<file path="config.mk">
export PLATFORM = sky130hd
export DESIGN_NAME = hseq_sequencer
export DESIGN_NICKNAME = d
export VERILOG_FILES = /design/src/hseq_pkg.sv /design/src/hseq_sequencer.sv
export VERILOG_INCLUDE_DIRS = /design/src
export SDC_FILE = /design/constraint.sdc
export NUM_CORES = 1
export LEC_CHECK = 0
export BUFFER_PORTS_ARGS = -buffer_cell sky130_fd_sc_hd__buf_2
export CAP_MARGIN = 0
export CORE_ASPECT_RATIO = 1.5
export CORE_UTILIZATION = 53
export DETAILED_ROUTE_END_ITERATION = 6
export PLACE_DENSITY = 0.86
export SETUP_SLACK_MARGIN = 0.4
export SLEW_MARGIN = 0
export SYNTH_ARGS = -nofsm -noshare
export SYNTH_HDL_FRONTEND = slang
export SYNTH_SLANG_ARGS = --single-unit
export TNS_END_PERCENT = 30
</file>
<file path="constraint.sdc">
create_clock -name clk -period 5.9 [get_ports clk]
set_input_delay 0.885 -clock clk [delete_from_list [all_inputs] [get_ports clk]]
set_output_delay 0.885 -clock clk [all_outputs]
set_load 0.02 [all_outputs]
</file>
<file path="src/hseq_params.svh">
// Constants of the homing sequencer: status codes, method ranges, timing
`ifndef HSEQ_PARAMS_SVH
`define HSEQ_PARAMS_SVH
// Status word bits 13,12,10 as a 3-bit code
`define HSEQ_ST_RUN 3'h0
`define HSEQ_ST_IDLE 3'h1
`define HSEQ_ST_CONF 3'h2
`define HSEQ_ST_DONE 3'h3
`define HSEQ_ST_ERR_MOV 3'h4
`define HSEQ_ST_ERR_STOP 3'h5
// Millisecond time base
`define HSEQ_CLK_HZ 125000000
`define HSEQ_MS_NS 1000000
`define HSEQ_CLK_NS 8
`define HSEQ_MS_CYC (`HSEQ_MS_NS / `HSEQ_CLK_NS)
// Method numbers
`define HSEQ_M_IDX_ONLY_LO 8'sd33
`define HSEQ_M_IDX_ONLY_HI 8'sd34
`define HSEQ_M_HERE 8'sd35
`define HSEQ_M_NOIDX_OFS 8'sd16
`endif

</file>
<file path="src/hseq_pkg.sv">
// Types of the homing sequencer
`default_nettype none
package hseq_pkg;
    // Sequencer states, one-hot
    typedef enum logic [6:0] {
        HSEQ_IDLE = 7'h01,
        HSEQ_SEEK_SW = 7'h02,
        HSEQ_BACKOFF = 7'h04,
        HSEQ_SEEK_IDX = 7'h08,
        HSEQ_DWELL = 7'h10,
        HSEQ_DONE = 7'h20,
        HSEQ_FAIL = 7'h40
    } hseq_state_t;
    // What the reference edge is taken from
    typedef enum logic [1:0] {
        HSEQ_REF_NEG = 2'h0,
        HSEQ_REF_POS = 2'h1,
        HSEQ_REF_HOME = 2'h2,
        HSEQ_REF_NONE = 2'h3
    } hseq_ref_t;
endpackage
`default_nettype wire

</file>
<file path="src/hseq_sequencer.sv">
// Homing sequencer: method decode, search sequence and status code
// Notes on behaviour
// - Bits 13,12,10: 000 running, 001 idle, 010 confirmed, 011 done.
// - Homing error gives 100 while turning, 101 at standstill.
// - Bit 12 is set only after a fully completed run since restart.
// - Bit 12 clears during later runs and on error until next completion.
// - Reference shift is the distance from own zero to machine reference.
// - Method number picks edge, block or switch, index, start direction.
// - 1..14, 33, 34 use index; 17..30 same profiles without index.
// - Block methods -1,-2,-7..-14 with index; -17,-18,-23..-30 without.
// - Block homing runs only under closed-loop control.
// - Block contact when motor current exceeds stall current threshold.
// - After block contact keep pushing for the dwell time in ms.
// - Switch search at switch speed, index search at index speed.
// - One ramp rate serves both acceleration and braking.
// - Method 1 negative limit plus index; 2 positive limit plus index.
// - Methods 3,4 home left edge; 5,6 home right edge; both plus index.
// - 7..14 home switch plus index; 7..10 positive, 11..14 negative.
// - Method 17 negative limit, 18 positive limit, no index.
// - Methods 19..22 act as 3..6 without index.
// - 23..30 home switch without index; 23..26 positive, 27..30 negative.
// - Methods 33, 34 reference to the next index pulse only.
// - Method 35 takes present position, even when drive not active.
// - Command bit 4 high starts; run lasts until done, error or bit cleared.
`include "hseq_params.svh"
`default_nettype none
module hseq_sequencer #(
    parameter int POS_W = 32,
    parameter int SPD_W = 32,
    parameter int CUR_W = 16
)(
    // Clock and reset
    input wire logic clk,
    input wire logic nrst,
    // Host settings and command
    input wire logic start_bit,
    input wire logic signed [7:0] method,
    input wire logic signed [POS_W-1:0] ref_shift,
    input wire logic [SPD_W-1:0] switch_speed,
    input wire logic [SPD_W-1:0] index_speed,
    input wire logic [SPD_W-1:0] ramp_rate,
    input wire logic [CUR_W-1:0] stall_current_threshold,
    input wire logic [15:0] stall_dwell_ms,
    input wire logic closed_loop,
    input wire logic drive_active,
    // Drive feedback
    input wire logic [CUR_W-1:0] motor_current,
    input wire logic standstill,
    // Pins
    input wire logic neg_limit_pin,
    input wire logic pos_limit_pin,
    input wire logic home_pin,
    input wire logic index_pin,
    // Motion demand
    output logic move_en,
    output logic move_dir_pos,
    output logic [SPD_W-1:0] move_speed,
    output logic [SPD_W-1:0] move_ramp,
    output logic pos_load,
    output logic signed [POS_W-1:0] pos_load_value,
    // Status word bits 13,12,10
    output logic [2:0] home_status
);
    // Elaboration check: refuse widths the logic cannot serve
    if (POS_W < 2 || SPD_W < 1 || CUR_W < 1)
    begin : g_bad_width
        $error("hseq_sequencer: width parameter too small");
    end

    // ----------------------------------------------------------------
    // Method decode
    // ----------------------------------------------------------------
    // Valid check on a signed method, block flag from its sign
    function automatic logic meth_ok(input logic signed [7:0] m);
        logic signed [7:0] a;
        a = (m < 0) ? -m : m;
        if (m < 0)
            meth_ok = (a >= 1 && a <= 2) || (a >= 7 && a <= 14) || a == 17 ||
                      a == 18 || (a >= 23 && a <= 30);
        else
            meth_ok = (a >= 1 && a <= 14) || (a >= 17 && a <= 30) ||
                      (a >= 33 && a <= 35);
    endfunction

    logic signed [7:0] mag;
    logic signed [7:0] base;
    logic use_idx;
    logic blk;
    hseq_pkg::hseq_ref_t ref_src;
    logic dir_pos;
    logic rising_edge_ref;

    // Fold 17..30 onto 1..14; index use from range
    always_comb
    begin
        blk = method < 0;
        mag = blk ? -method : method;
        use_idx = (mag <= 14) || mag == `HSEQ_M_IDX_ONLY_LO ||
                  mag == `HSEQ_M_IDX_ONLY_HI;
        base = (mag >= 17 && mag <= 30) ? mag - `HSEQ_M_NOIDX_OFS : mag;
        ref_src = hseq_pkg::HSEQ_REF_HOME;
        dir_pos = 1'b0;
        rising_edge_ref = 1'b1;
        if (base == 1)
            ref_src = hseq_pkg::HSEQ_REF_NEG;
        else if (base == 2)
        begin
            ref_src = hseq_pkg::HSEQ_REF_POS;
            dir_pos = 1'b1;
        end
        else if (base >= 3 && base <= 6)
        begin
            // odd methods start positive towards the edge
            dir_pos = base[0];
            // Left edge rises moving up, falls moving down; right reversed
            rising_edge_ref = (base <= 4) ? base[0] : !base[0];
        end
        else if (base >= 7 && base <= 14)
        begin
            // 7..10 go positive first, 11..14 negative
            dir_pos = (base <= 10);
            rising_edge_ref = base[0];
        end
        else if (mag == `HSEQ_M_IDX_ONLY_LO || mag == `HSEQ_M_IDX_ONLY_HI)
        begin
            ref_src = hseq_pkg::HSEQ_REF_NONE;
            dir_pos = (mag == `HSEQ_M_IDX_ONLY_HI);
        end
    end

    // ----------------------------------------------------------------
    // Pin synchronisers
    // ----------------------------------------------------------------
    logic [3:0] pin_s1_reg;
    logic [3:0] pin_s2_reg;
    logic [3:0] pin_s3_reg;
    logic [3:0] pin_reg;
    logic [3:0] pin_next;
    // Three stages; a change counts once stages two and three agree
    always_ff @(posedge clk or negedge nrst)
    begin
        if (!nrst)
        begin
            pin_s1_reg <= 4'h0;
            pin_s2_reg <= 4'h0;
            pin_s3_reg <= 4'h0;
            pin_reg <= 4'h0;
        end
        else
        begin
            pin_s1_reg <= {index_pin, home_pin, pos_limit_pin, neg_limit_pin};
            pin_s2_reg <= pin_s1_reg;
            pin_s3_reg <= pin_s2_reg;
            pin_reg <= pin_next;
        end
    end
    always_comb
    begin
        for (int i = 0; i < 4; i++)
            pin_next[i] = (pin_s2_reg[i] == pin_s3_reg[i]) ? pin_s3_reg[i]
                                                          : pin_reg[i];
    end

    logic idx_rise;
    logic home_edge;
    logic ref_hit;
    logic wrong_limit;
    logic stall;
    logic dwell_over;
    assign idx_rise = pin_next[3] & ~pin_reg[3];
    assign home_edge = rising_edge_ref ? (pin_next[2] & ~pin_reg[2])
                                       : (~pin_next[2] & pin_reg[2]);
    assign stall = motor_current > stall_current_threshold;

    // ----------------------------------------------------------------
    // Sequence
    // ----------------------------------------------------------------
    hseq_pkg::hseq_state_t state_reg;
    logic ever_done_reg;
    logic [15:0] ms_cnt_reg;
    logic [$clog2(`HSEQ_MS_CYC+1)-1:0] tick_cnt_reg;

    // Reference event of the seek phase
    always_comb
    begin
        unique case (ref_src)
            hseq_pkg::HSEQ_REF_NEG: ref_hit = blk ? stall : pin_reg[0];
            hseq_pkg::HSEQ_REF_POS: ref_hit = blk ? stall : pin_reg[1];
            hseq_pkg::HSEQ_REF_HOME: ref_hit = home_edge;
            hseq_pkg::HSEQ_REF_NONE: ref_hit = 1'b1;
        endcase
        // Hitting the far end while seeking the home edge is an error
        wrong_limit = (ref_src == hseq_pkg::HSEQ_REF_HOME) &&
                      (blk ? stall : (move_dir_pos ? pin_reg[1]
                                                   : pin_reg[0]));
    end
    assign dwell_over = ms_cnt_reg >= stall_dwell_ms;

    // Main state machine; start level gates every active state
    always_ff @(posedge clk or negedge nrst)
    begin
        if (!nrst)
            state_reg <= hseq_pkg::HSEQ_IDLE;
        else if (!start_bit)
            state_reg <= hseq_pkg::HSEQ_IDLE;
        else
            unique case (state_reg)
                hseq_pkg::HSEQ_IDLE:
                    if (!meth_ok(method))
                        state_reg <= hseq_pkg::HSEQ_IDLE;
                    else if (method == `HSEQ_M_HERE)
                        state_reg <= hseq_pkg::HSEQ_DONE;
                    else if (!drive_active || (blk && !closed_loop))
                        state_reg <= hseq_pkg::HSEQ_FAIL;
                    else
                        state_reg <= hseq_pkg::HSEQ_SEEK_SW;
                hseq_pkg::HSEQ_SEEK_SW:
                    if (wrong_limit)
                        state_reg <= hseq_pkg::HSEQ_FAIL;
                    else if (ref_hit && blk && ref_src !=
                             hseq_pkg::HSEQ_REF_HOME)
                        state_reg <= hseq_pkg::HSEQ_DWELL;
                    else if (ref_hit)
                        state_reg <= use_idx ? hseq_pkg::HSEQ_SEEK_IDX
                                             : hseq_pkg::HSEQ_DONE;
                hseq_pkg::HSEQ_DWELL:
                    if (dwell_over)
                        state_reg <= use_idx ? hseq_pkg::HSEQ_SEEK_IDX
                                             : hseq_pkg::HSEQ_DONE;
                hseq_pkg::HSEQ_BACKOFF:
                    state_reg <= hseq_pkg::HSEQ_SEEK_IDX;
                hseq_pkg::HSEQ_SEEK_IDX:
                    if (idx_rise)
                        state_reg <= hseq_pkg::HSEQ_DONE;
                hseq_pkg::HSEQ_DONE:
                    state_reg <= hseq_pkg::HSEQ_DONE;
                hseq_pkg::HSEQ_FAIL:
                    state_reg <= hseq_pkg::HSEQ_FAIL;
                default:
                    state_reg <= hseq_pkg::HSEQ_IDLE;
            endcase
    end

    // Dwell timer: millisecond prescaler and count
    always_ff @(posedge clk or negedge nrst)
    begin
        if (!nrst)
        begin
            tick_cnt_reg <= '0;
            ms_cnt_reg <= 16'h0;
        end
        else if (state_reg != hseq_pkg::HSEQ_DWELL)
        begin
            tick_cnt_reg <= '0;
            ms_cnt_reg <= 16'h0;
        end
        else if (tick_cnt_reg == ($bits(tick_cnt_reg))'(`HSEQ_MS_CYC - 1))
        begin
            tick_cnt_reg <= '0;
            ms_cnt_reg <= ms_cnt_reg + 16'h1;
        end
        else
            tick_cnt_reg <= tick_cnt_reg + 1'b1;
    end

    // Homed flag: set on completion, cleared by a new run or error
    always_ff @(posedge clk or negedge nrst)
    begin
        if (!nrst)
            ever_done_reg <= 1'b0;
        else if (state_reg == hseq_pkg::HSEQ_DONE)
            ever_done_reg <= 1'b1;
        else if (state_reg != hseq_pkg::HSEQ_IDLE)
            ever_done_reg <= 1'b0;
    end

    // Position load, one pulse on entry into done
    always_ff @(posedge clk or negedge nrst)
    begin
        if (!nrst)
        begin
            pos_load <= 1'b0;
            pos_load_value <= '0;
        end
        else
        begin
            pos_load <= start_bit && state_reg != hseq_pkg::HSEQ_DONE &&
                        state_reg != hseq_pkg::HSEQ_FAIL &&
                        ((state_reg == hseq_pkg::HSEQ_SEEK_IDX && idx_rise) ||
                         (state_reg == hseq_pkg::HSEQ_IDLE &&
                          method == `HSEQ_M_HERE) ||
                         (state_reg == hseq_pkg::HSEQ_SEEK_SW && ref_hit &&
                          !wrong_limit && !use_idx &&
                          !(blk && ref_src != hseq_pkg::HSEQ_REF_HOME)) ||
                         (state_reg == hseq_pkg::HSEQ_DWELL && dwell_over &&
                          !use_idx));
            pos_load_value <= ref_shift;
        end
    end

    // Motion demand registers
    always_ff @(posedge clk or negedge nrst)
    begin
        if (!nrst)
        begin
            move_en <= 1'b0;
            move_dir_pos <= 1'b0;
            move_speed <= '0;
            move_ramp <= '0;
        end
        else
        begin
            move_en <= start_bit && (state_reg == hseq_pkg::HSEQ_SEEK_SW ||
                       state_reg == hseq_pkg::HSEQ_SEEK_IDX ||
                       state_reg == hseq_pkg::HSEQ_DWELL);
            if (state_reg == hseq_pkg::HSEQ_IDLE)
                move_dir_pos <= dir_pos;
            else if (state_reg == hseq_pkg::HSEQ_DWELL && dwell_over)
                move_dir_pos <= ~move_dir_pos; // back off the block
            move_speed <= (state_reg == hseq_pkg::HSEQ_SEEK_IDX) ?
                          index_speed : switch_speed;
            move_ramp <= ramp_rate;
        end
    end

    // Status code from state, homed flag and standstill
    always_comb
    begin
        unique case (state_reg)
            hseq_pkg::HSEQ_IDLE: home_status = `HSEQ_ST_IDLE;
            hseq_pkg::HSEQ_DONE: home_status = `HSEQ_ST_DONE;
            hseq_pkg::HSEQ_FAIL: home_status = standstill ?
                `HSEQ_ST_ERR_STOP : `HSEQ_ST_ERR_MOV;
            default: home_status = ever_done_reg ? `HSEQ_ST_CONF
                                                 : `HSEQ_ST_RUN;
        endcase
    end

    // ----------------------------------------------------------------
    // Checks
    // ----------------------------------------------------------------
    bad_method_a: assert property (
        @(posedge clk) disable iff (!nrst)
        state_reg == hseq_pkg::HSEQ_IDLE && !meth_ok(method) |=>
        state_reg == hseq_pkg::HSEQ_IDLE &&
        home_status == `HSEQ_ST_IDLE)
        else $error("bad method left idle");
    stop_cmd_a: assert property (
        @(posedge clk) disable iff (!nrst)
        !start_bit |=> state_reg == hseq_pkg::HSEQ_IDLE)
        else $error("run not ended by cleared start");
    err_code_a: assert property (
        @(posedge clk) disable iff (!nrst)
        state_reg == hseq_pkg::HSEQ_FAIL |-> home_status[2])
        else $error("error code missing");
    done_load_a: assert property (
        @(posedge clk) disable iff (!nrst)
        $rose(state_reg == hseq_pkg::HSEQ_DONE) |-> pos_load)
        else $error("no position load on completion");
    idx_speed_a: assert property (
        @(posedge clk) disable iff (!nrst)
        state_reg == hseq_pkg::HSEQ_SEEK_IDX ##1
        state_reg == hseq_pkg::HSEQ_SEEK_IDX |-> move_speed ==
        $past(index_speed))
        else $error("wrong index speed");
    homed_flag_a: assert property (
        @(posedge clk) disable iff (!nrst)
        state_reg == hseq_pkg::HSEQ_FAIL |=> !ever_done_reg)
        else $error("homed flag survived error");
endmodule
`default_nettype wire

</file>
=== After elaboration in Yosys (flattened, before gate mapping) ===
Cells that the tools add are included.

* Add/sub/neg operators: 4
* Order comparisons: 18
* Eq/ne operators: 30
* Multiplexer cells: 51
* Bitwise operators: 7
* Reductions and logical operators: 51

{| class="wikitable"
|+ Operator list
! cell !! number
|-
| 2-to-1 mux 7 bit || 9
|-
| one-hot mux 7 bit (7 select lines) || 1
|-
| 2-to-1 mux 17 bit || 2
|-
| 2-to-1 mux 16 bit || 2
|-
| 2-to-1 mux 32 bit || 1
|-
| 2-to-1 mux 1 bit || 28
|-
| logical AND 1 bit || 25
|-
| equality test 8 x 7 -> 1 bit (second input constant) || 3
|-
| <= comparator 8 x 5 -> 1 bit (second input constant) || 3
|-
| adder 17 x 1 -> 17 bit (second input constant) || 1
|-
| equality test 17 bit (second input constant) || 1
|-
| adder 16 x 1 -> 16 bit (second input constant) || 1
|-
| equality test 8 x 6 -> 1 bit (second input constant) || 2
|-
| greater-or-equal comparator 16 bit || 1
|-
| greater-or-equal comparator 8 x 4 -> 1 bit (second input constant) || 2
|-
| greater-or-equal comparator 8 x 6 -> 1 bit (second input constant) || 2
|-
| greater-than comparator 16 bit || 1
|-
| <= comparator 8 x 4 -> 1 bit (second input constant) || 2
|-
| 2-to-1 mux 8 bit || 2
|-
| logical OR 1 bit || 15
|-
| one-hot mux 3 bit (3 select lines) || 1
|-
| equality test 8 x 2 -> 1 bit (second input constant) || 1
|-
| equality test 8 x 3 -> 1 bit (second input constant) || 1
|-
| greater-or-equal comparator 8 x 2 -> 1 bit (second input constant) || 1
|-
| other kinds (34) || 53
|}

* Bits in registers: 156
* Output and inout port bits: 102

=== Longest topological paths before layout ===
* Depth after elaboration: 20
* Depth in mapped cells: 17
* Gate-level depth less buffers: 15

=== Worst setup path before layout ===
OpenSTA, ideal clock, no wires.

* Path type: in2reg
* From: input method[0]
* To: register state_reg[3]
* Arrival time: 4.252 ns
* Data required time: 5.808 ns
* Slack: 1.556 ns
* Cell stages on the path: 17
* Path buffers: 2
* Cell sequence: buf_2 -> inv_1 -> ha_1 -> buf_4 -> or3b_1 -> a221o_1 -> clkinv_2 -> ha_1 -> and3_1 -> mux2i_1 -> mux2i_1 -> a211oi_1 -> a41oi_1 -> a41oi_1 -> and3_1 -> or3_4 -> o31ai_2

* Word-level cells in the longest chain between the ends: 19

{| class="wikitable"
|+ Ends and longest elaborated chain
! item !! line !! text
|-
| start: declaration || hseq_sequencer.sv:37 || <nowiki>input wire logic signed [7:0] method,</nowiki>
|-
| negation 8 bit / < comparator 8 x 1 -> 1 bit (equally long branches) || -- ||
|-
| 2-to-1 mux 8 bit || hseq_sequencer.sv:76, hseq_sequencer.sv:97 ||
|-
| greater-or-equal comparator 8 x 6 -> 1 bit / <= comparator 8 x 6 -> 1 bit (equally long branches) || hseq_sequencer.sv:81, hseq_sequencer.sv:100, hseq_sequencer.sv:79 ||
|-
| logical AND 1 bit || hseq_sequencer.sv:81, hseq_sequencer.sv:100 ||
|-
| 2-to-1 mux 8 bit || hseq_sequencer.sv:100 || <nowiki>base = (mag >= 17 && mag <= 30) ? mag - `HSEQ_M_NOIDX_OFS : mag;</nowiki>
|-
| greater-or-equal comparator 8 x 4 -> 1 bit / <= comparator 8 x 5 -> 1 bit (equally long branches) || hseq_sequencer.sv:118 || <nowiki>else if (base >= 7 && base <= 14)</nowiki>
|-
| logical AND 1 bit || hseq_sequencer.sv:118 ||
|-
| 2-to-1 mux 1 bit || hseq_sequencer.sv:118 ||
|-
| [2 not listed] || -- ||
|-
| 2-to-1 mux 2 bit / 2-to-1 mux 1 bit (equally long branches) || hseq_sequencer.sv:104 || <nowiki>if (base == 1)</nowiki>
|-
| equality test 2 bit (tied with other cells) || hseq_sequencer.sv:186 || <nowiki>unique case (ref_src)</nowiki>
|-
| one-hot mux 1 bit (4 select lines) || hseq_sequencer.sv:186 ||
|-
| logical AND 1 bit (2 in a row) || hseq_sequencer.sv:220 || <nowiki>else if (ref_hit && blk && ref_src !=</nowiki>
|-
| 2-to-1 mux 7 bit || hseq_sequencer.sv:220 ||
|-
| 2-to-1 mux 7 bit || hseq_sequencer.sv:218 || <nowiki>if (wrong_limit)</nowiki>
|-
| one-hot mux 7 bit (7 select lines) || hseq_sequencer.sv:207 || <nowiki>unique case (state_reg)</nowiki>
|-
| 2-to-1 mux 7 bit || hseq_sequencer.sv:204 || <nowiki>else if (!start_bit)</nowiki>
|-
| end signal: assignment || hseq_sequencer.sv:205 || <nowiki>state_reg <= hseq_pkg::HSEQ_IDLE;</nowiki>
|-
| end signal: assignment || hseq_sequencer.sv:219 || <nowiki>state_reg <= hseq_pkg::HSEQ_FAIL;</nowiki>
|-
| end signal: assignment || hseq_sequencer.sv:222 || <nowiki>state_reg <= hseq_pkg::HSEQ_DWELL;</nowiki>
|-
| end: declaration || hseq_sequencer.sv:178 || <nowiki>hseq_pkg::hseq_state_t state_reg;</nowiki>
|}

Several ways; a longest one is shown, not always the timed one. The select of a mux whose other input is x is not followed.
A chain may end at the register's enable or synchronous reset.

=== Worst setup path in the final report ===
Ends and elaborated chain as after synthesis.

==> results.yml <==
worst_setup_path:
  ff2ff_setup_slack_ps: 2530
  r2r-end: "move_dir_pos"
  cp.arrival_ps: 5070
  endpoint_kind: "flop"
  reg2regPathDepth: 13
  timing.rr.start: "ms_cnt_reg[0]"
  start_kind: "primary input"
  critPathRequiredTime_ps: 6230
  path_max_fanout: 18
  setup.worst_path.class: "primary input to flop"
synthesis:
  synth.area.top_cells: "dfrtp_1, ha_1, mux2_2"
  netlist.area_leader.share_pct: 51.1
  synth_nets: 915
  ys_seq_elements: 155
  yosysWarnings: 0
  synthCells: 678
  synth_top_flop_cell: "dfrtp_1"
  synthArstFlopShare_pct: 100
  synth_edf_count: 0
  seq_area_frac_synth_pct: 51.5
  syn_area_um2: 7540
  ys_types: 80
  yosysTopAreaCell: "dfrtp_1"
  syn_area_per_cell_um2: 11.1
finish:
  drive_gt1_share_pct: 39.9
  design_area_um2: 9780
  nets: 1208
  area_growth_pct: 29.8
  final_cells: 1159
  top_regs: "move_ramp: 32 flops, move_speed: 32 flops, pos_load_value: 32 flops"
floorplan:
  start_util_pct: 54.1
  coreArea_um2: 13900
  placement_rows: 53
  io_pins: 296
  die_w_um: 99.4
  die_area_um2: 14700
  dieHeight_um: 148
sta:
  slew_headroom_pct: 39.5
  fin_crit_sh_pct: 80.4
  drv_slew: 0
  fin_skew_ps: 9.08
  hold_violations: 0
  max_freq_mhz: 211
  rsz0062_at_grt: "no"
  fin_crit_ps: 4740
  setup_viol: 0
  holdWs_ps: 352
  worst_pin_slew_ps: 907
  final.setup.tns_ps: 0
route:
  finalWirelength_mm: 22.8
  drcViolationCount: 0
  via_count: 6443
  wl_per_cell_um: 19.6
  drt_iter0_drc: 342
  first_pass_iters: 5
  vias_per_cell: 5.56
  drtAntennaViolNets: 0
clock_tree:
  clockRootBuffer: "clkbuf_16"
  cts-buffers-inserted: 17
  insertion_delay_ps: 420
  clk_pin_slew_ps: 70
  post_cts_resized: 0
  post_cts_buffers: 0
  cts_buffer_depth: 2
  cts_tree: "built"
  cts_sinks: 155
  h-tree-depth: 4
  cts-hold-fix-buffers: 0
global_routing:
  grt_max_degree: 84
  grtUsageMet2_pct: 54.1
  use_met3_pct: 13.4
  top_usage_layer: "met2"
  grtUsageTotal_pct: 31.7
  grt_pass1_vias: 6523
  met1_usage_pct: 33.2
  grt_pass1_wl_mm: 34.2
  antenna_found_initial: 17
  gr-total-overflow: 0
worst_hold_path:
  hold_path_class: "flop to flop"
  whs_endpoint: "pin_s2_reg[0]"
  hp-start: "pin_s1_reg[0]"
  holdPathStages: 0
place:
  place.gp.congestion: 0.971
  place_area_um2: 9140
  dpl.hpwl_mm: 18.0
  portBuffers: 295
  placedCellCount: 1117
pwr:
  power-per-cell-area_nw_per_um2: 267
  p_leak_nw: 4.84
  ir_worst_vdd_uv: 191
job:
  max_cap_viol_count: 0
run_status:
  status: "finished, final reports clean"
-- placed cells by master (no fill, tap or decap), drive strengths merged, types with 3 or more instances in the layout --
cell     synthesis  routed
mux2            36      36
inv             46      53
nand4            9       9
o2111ai          3       3
nor3            12      12
mux2i            6       6
a21o             3       3
a2111oi          3       3
and3            13      13
o211ai           6       6
nand3           24      24
clkinv           1       9
a211oi           7       7
maj3             4       4
or3              6       6
nor4             4       4
xor2            21      21
buf             10     297
nand2b           3       3
xnor2           17      17
a21oi           30      30
nand2           32      32
and2             4       4
a31oi            7       7
o21ai           25      25
or2              4       4
diode            0      10
o21a             6       6
nor2            63      63
and4             3       3
ha              43      43
nor3b            5       5
nor2b           12      12
dfrtp          154     154
clkbuf          13      17
o31ai            5       5
-- synth_stat cells (all sizes together), types with 4 or more instances --
cell / number
inv: 46
nand3: 24
nor3: 12
and2: 4
ha: 43
dfrtp: 154
o21a: 6
nand2: 32
buf: 10
o31ai: 5
nor4: 4
nor3b: 5
nand4: 9
xor2: 21
and3: 13
nor2: 63
nor2b: 12
xnor2: 17
clkbuf: 13
a211oi: 7
a31oi: 7
or3: 6
maj3: 4
or2: 4
o211ai: 6
o21ai: 25
mux2: 36
a21oi: 30
mux2i: 6
-- worst max-delay path: stages --
cell,delay (ps)
buf_2,220
inv_1,250
ha_1,370
or3b_1,380
a221o_1,410
clkinv_2,160
ha_1,270
and3_1,200
mux2i_1,90
mux2i_1,450
a211oi_1,150
a41oi_1,200
a41oi_1,200
and3_1,210
or3_4,400
o31ai_2,240
-- worst max-delay path by stage --
stage                         start  cells past startpoint  slack (ps)      endpoint
final                     method[0]                     16        1160  state_reg[3]
after CTS                 method[0]                     16        1260  state_reg[3]
after global routing      method[0]                     16         930  state_reg[3]
after global placement    method[0]                     16         860  state_reg[3]
after detailed placement  method[0]                     16         800  state_reg[3]
after floorplan           method[0]                     17        1560  state_reg[3]
-- cell families after synthesis --
group	after synthesis	share of synthesized area, %
adder cells (fa/ha/maj)	47	7.67
flip-flops	155	51.5
AND/OR/NAND/NOR	205	14.5
buffers and inverters	70	3.75
multiplexers	42	6.39
XOR/XNOR	38	4.41
AO/OA/AOI/OAI	121	11.8
-- power by group --
part	internal [W]	switching (W)	total, W	leakage, nW
sequential	0.00111	0.0000254	0.00113	1.90
clock	0.000580	0.000524	0.00110	0.301
combinational	0.000151	0.000227	0.000378	2.64
total	0.00184	0.000776	0.00261	4.84
-- per-layer routing --
metal	share of wire, %	vias to the layer above
met2	50	301
met5	0.29	-
met3	10	63
li1	-	2998
met4	4.0	10
met1	35	3071
-- per-stage QoR --
| stage | power (W) | setup WS, ps | utilization (%) |
|---|---|---|---|
| 2_1_floorplan | 0.00135 | 1560 | - |
| 3_3_place_gp | 0.00152 | 864 | 65.6 |
| 3_5_place_dp | 0.00153 | 804 | 65.6 |
| 4_1_cts | 0.00263 | 1260 | 70.1 |
| 5_1_grt | 0.00270 | 931 | 70.1 |
| 6_report | 0.00261 | 1160 | 70.3 |
-- layout make-up --
cell class                 instances  area (um^2)
multi-input combinational        453         3380
clock buffer                      17          425
sequential                       155         3880
fill                            1059         4140
clock inverter                    15          195
timing repair buffer             297         1500
inverter                          47          178
antenna                           10         25.0
tap                              165          206
Note: power is estimated with default switching activity, not from simulation.
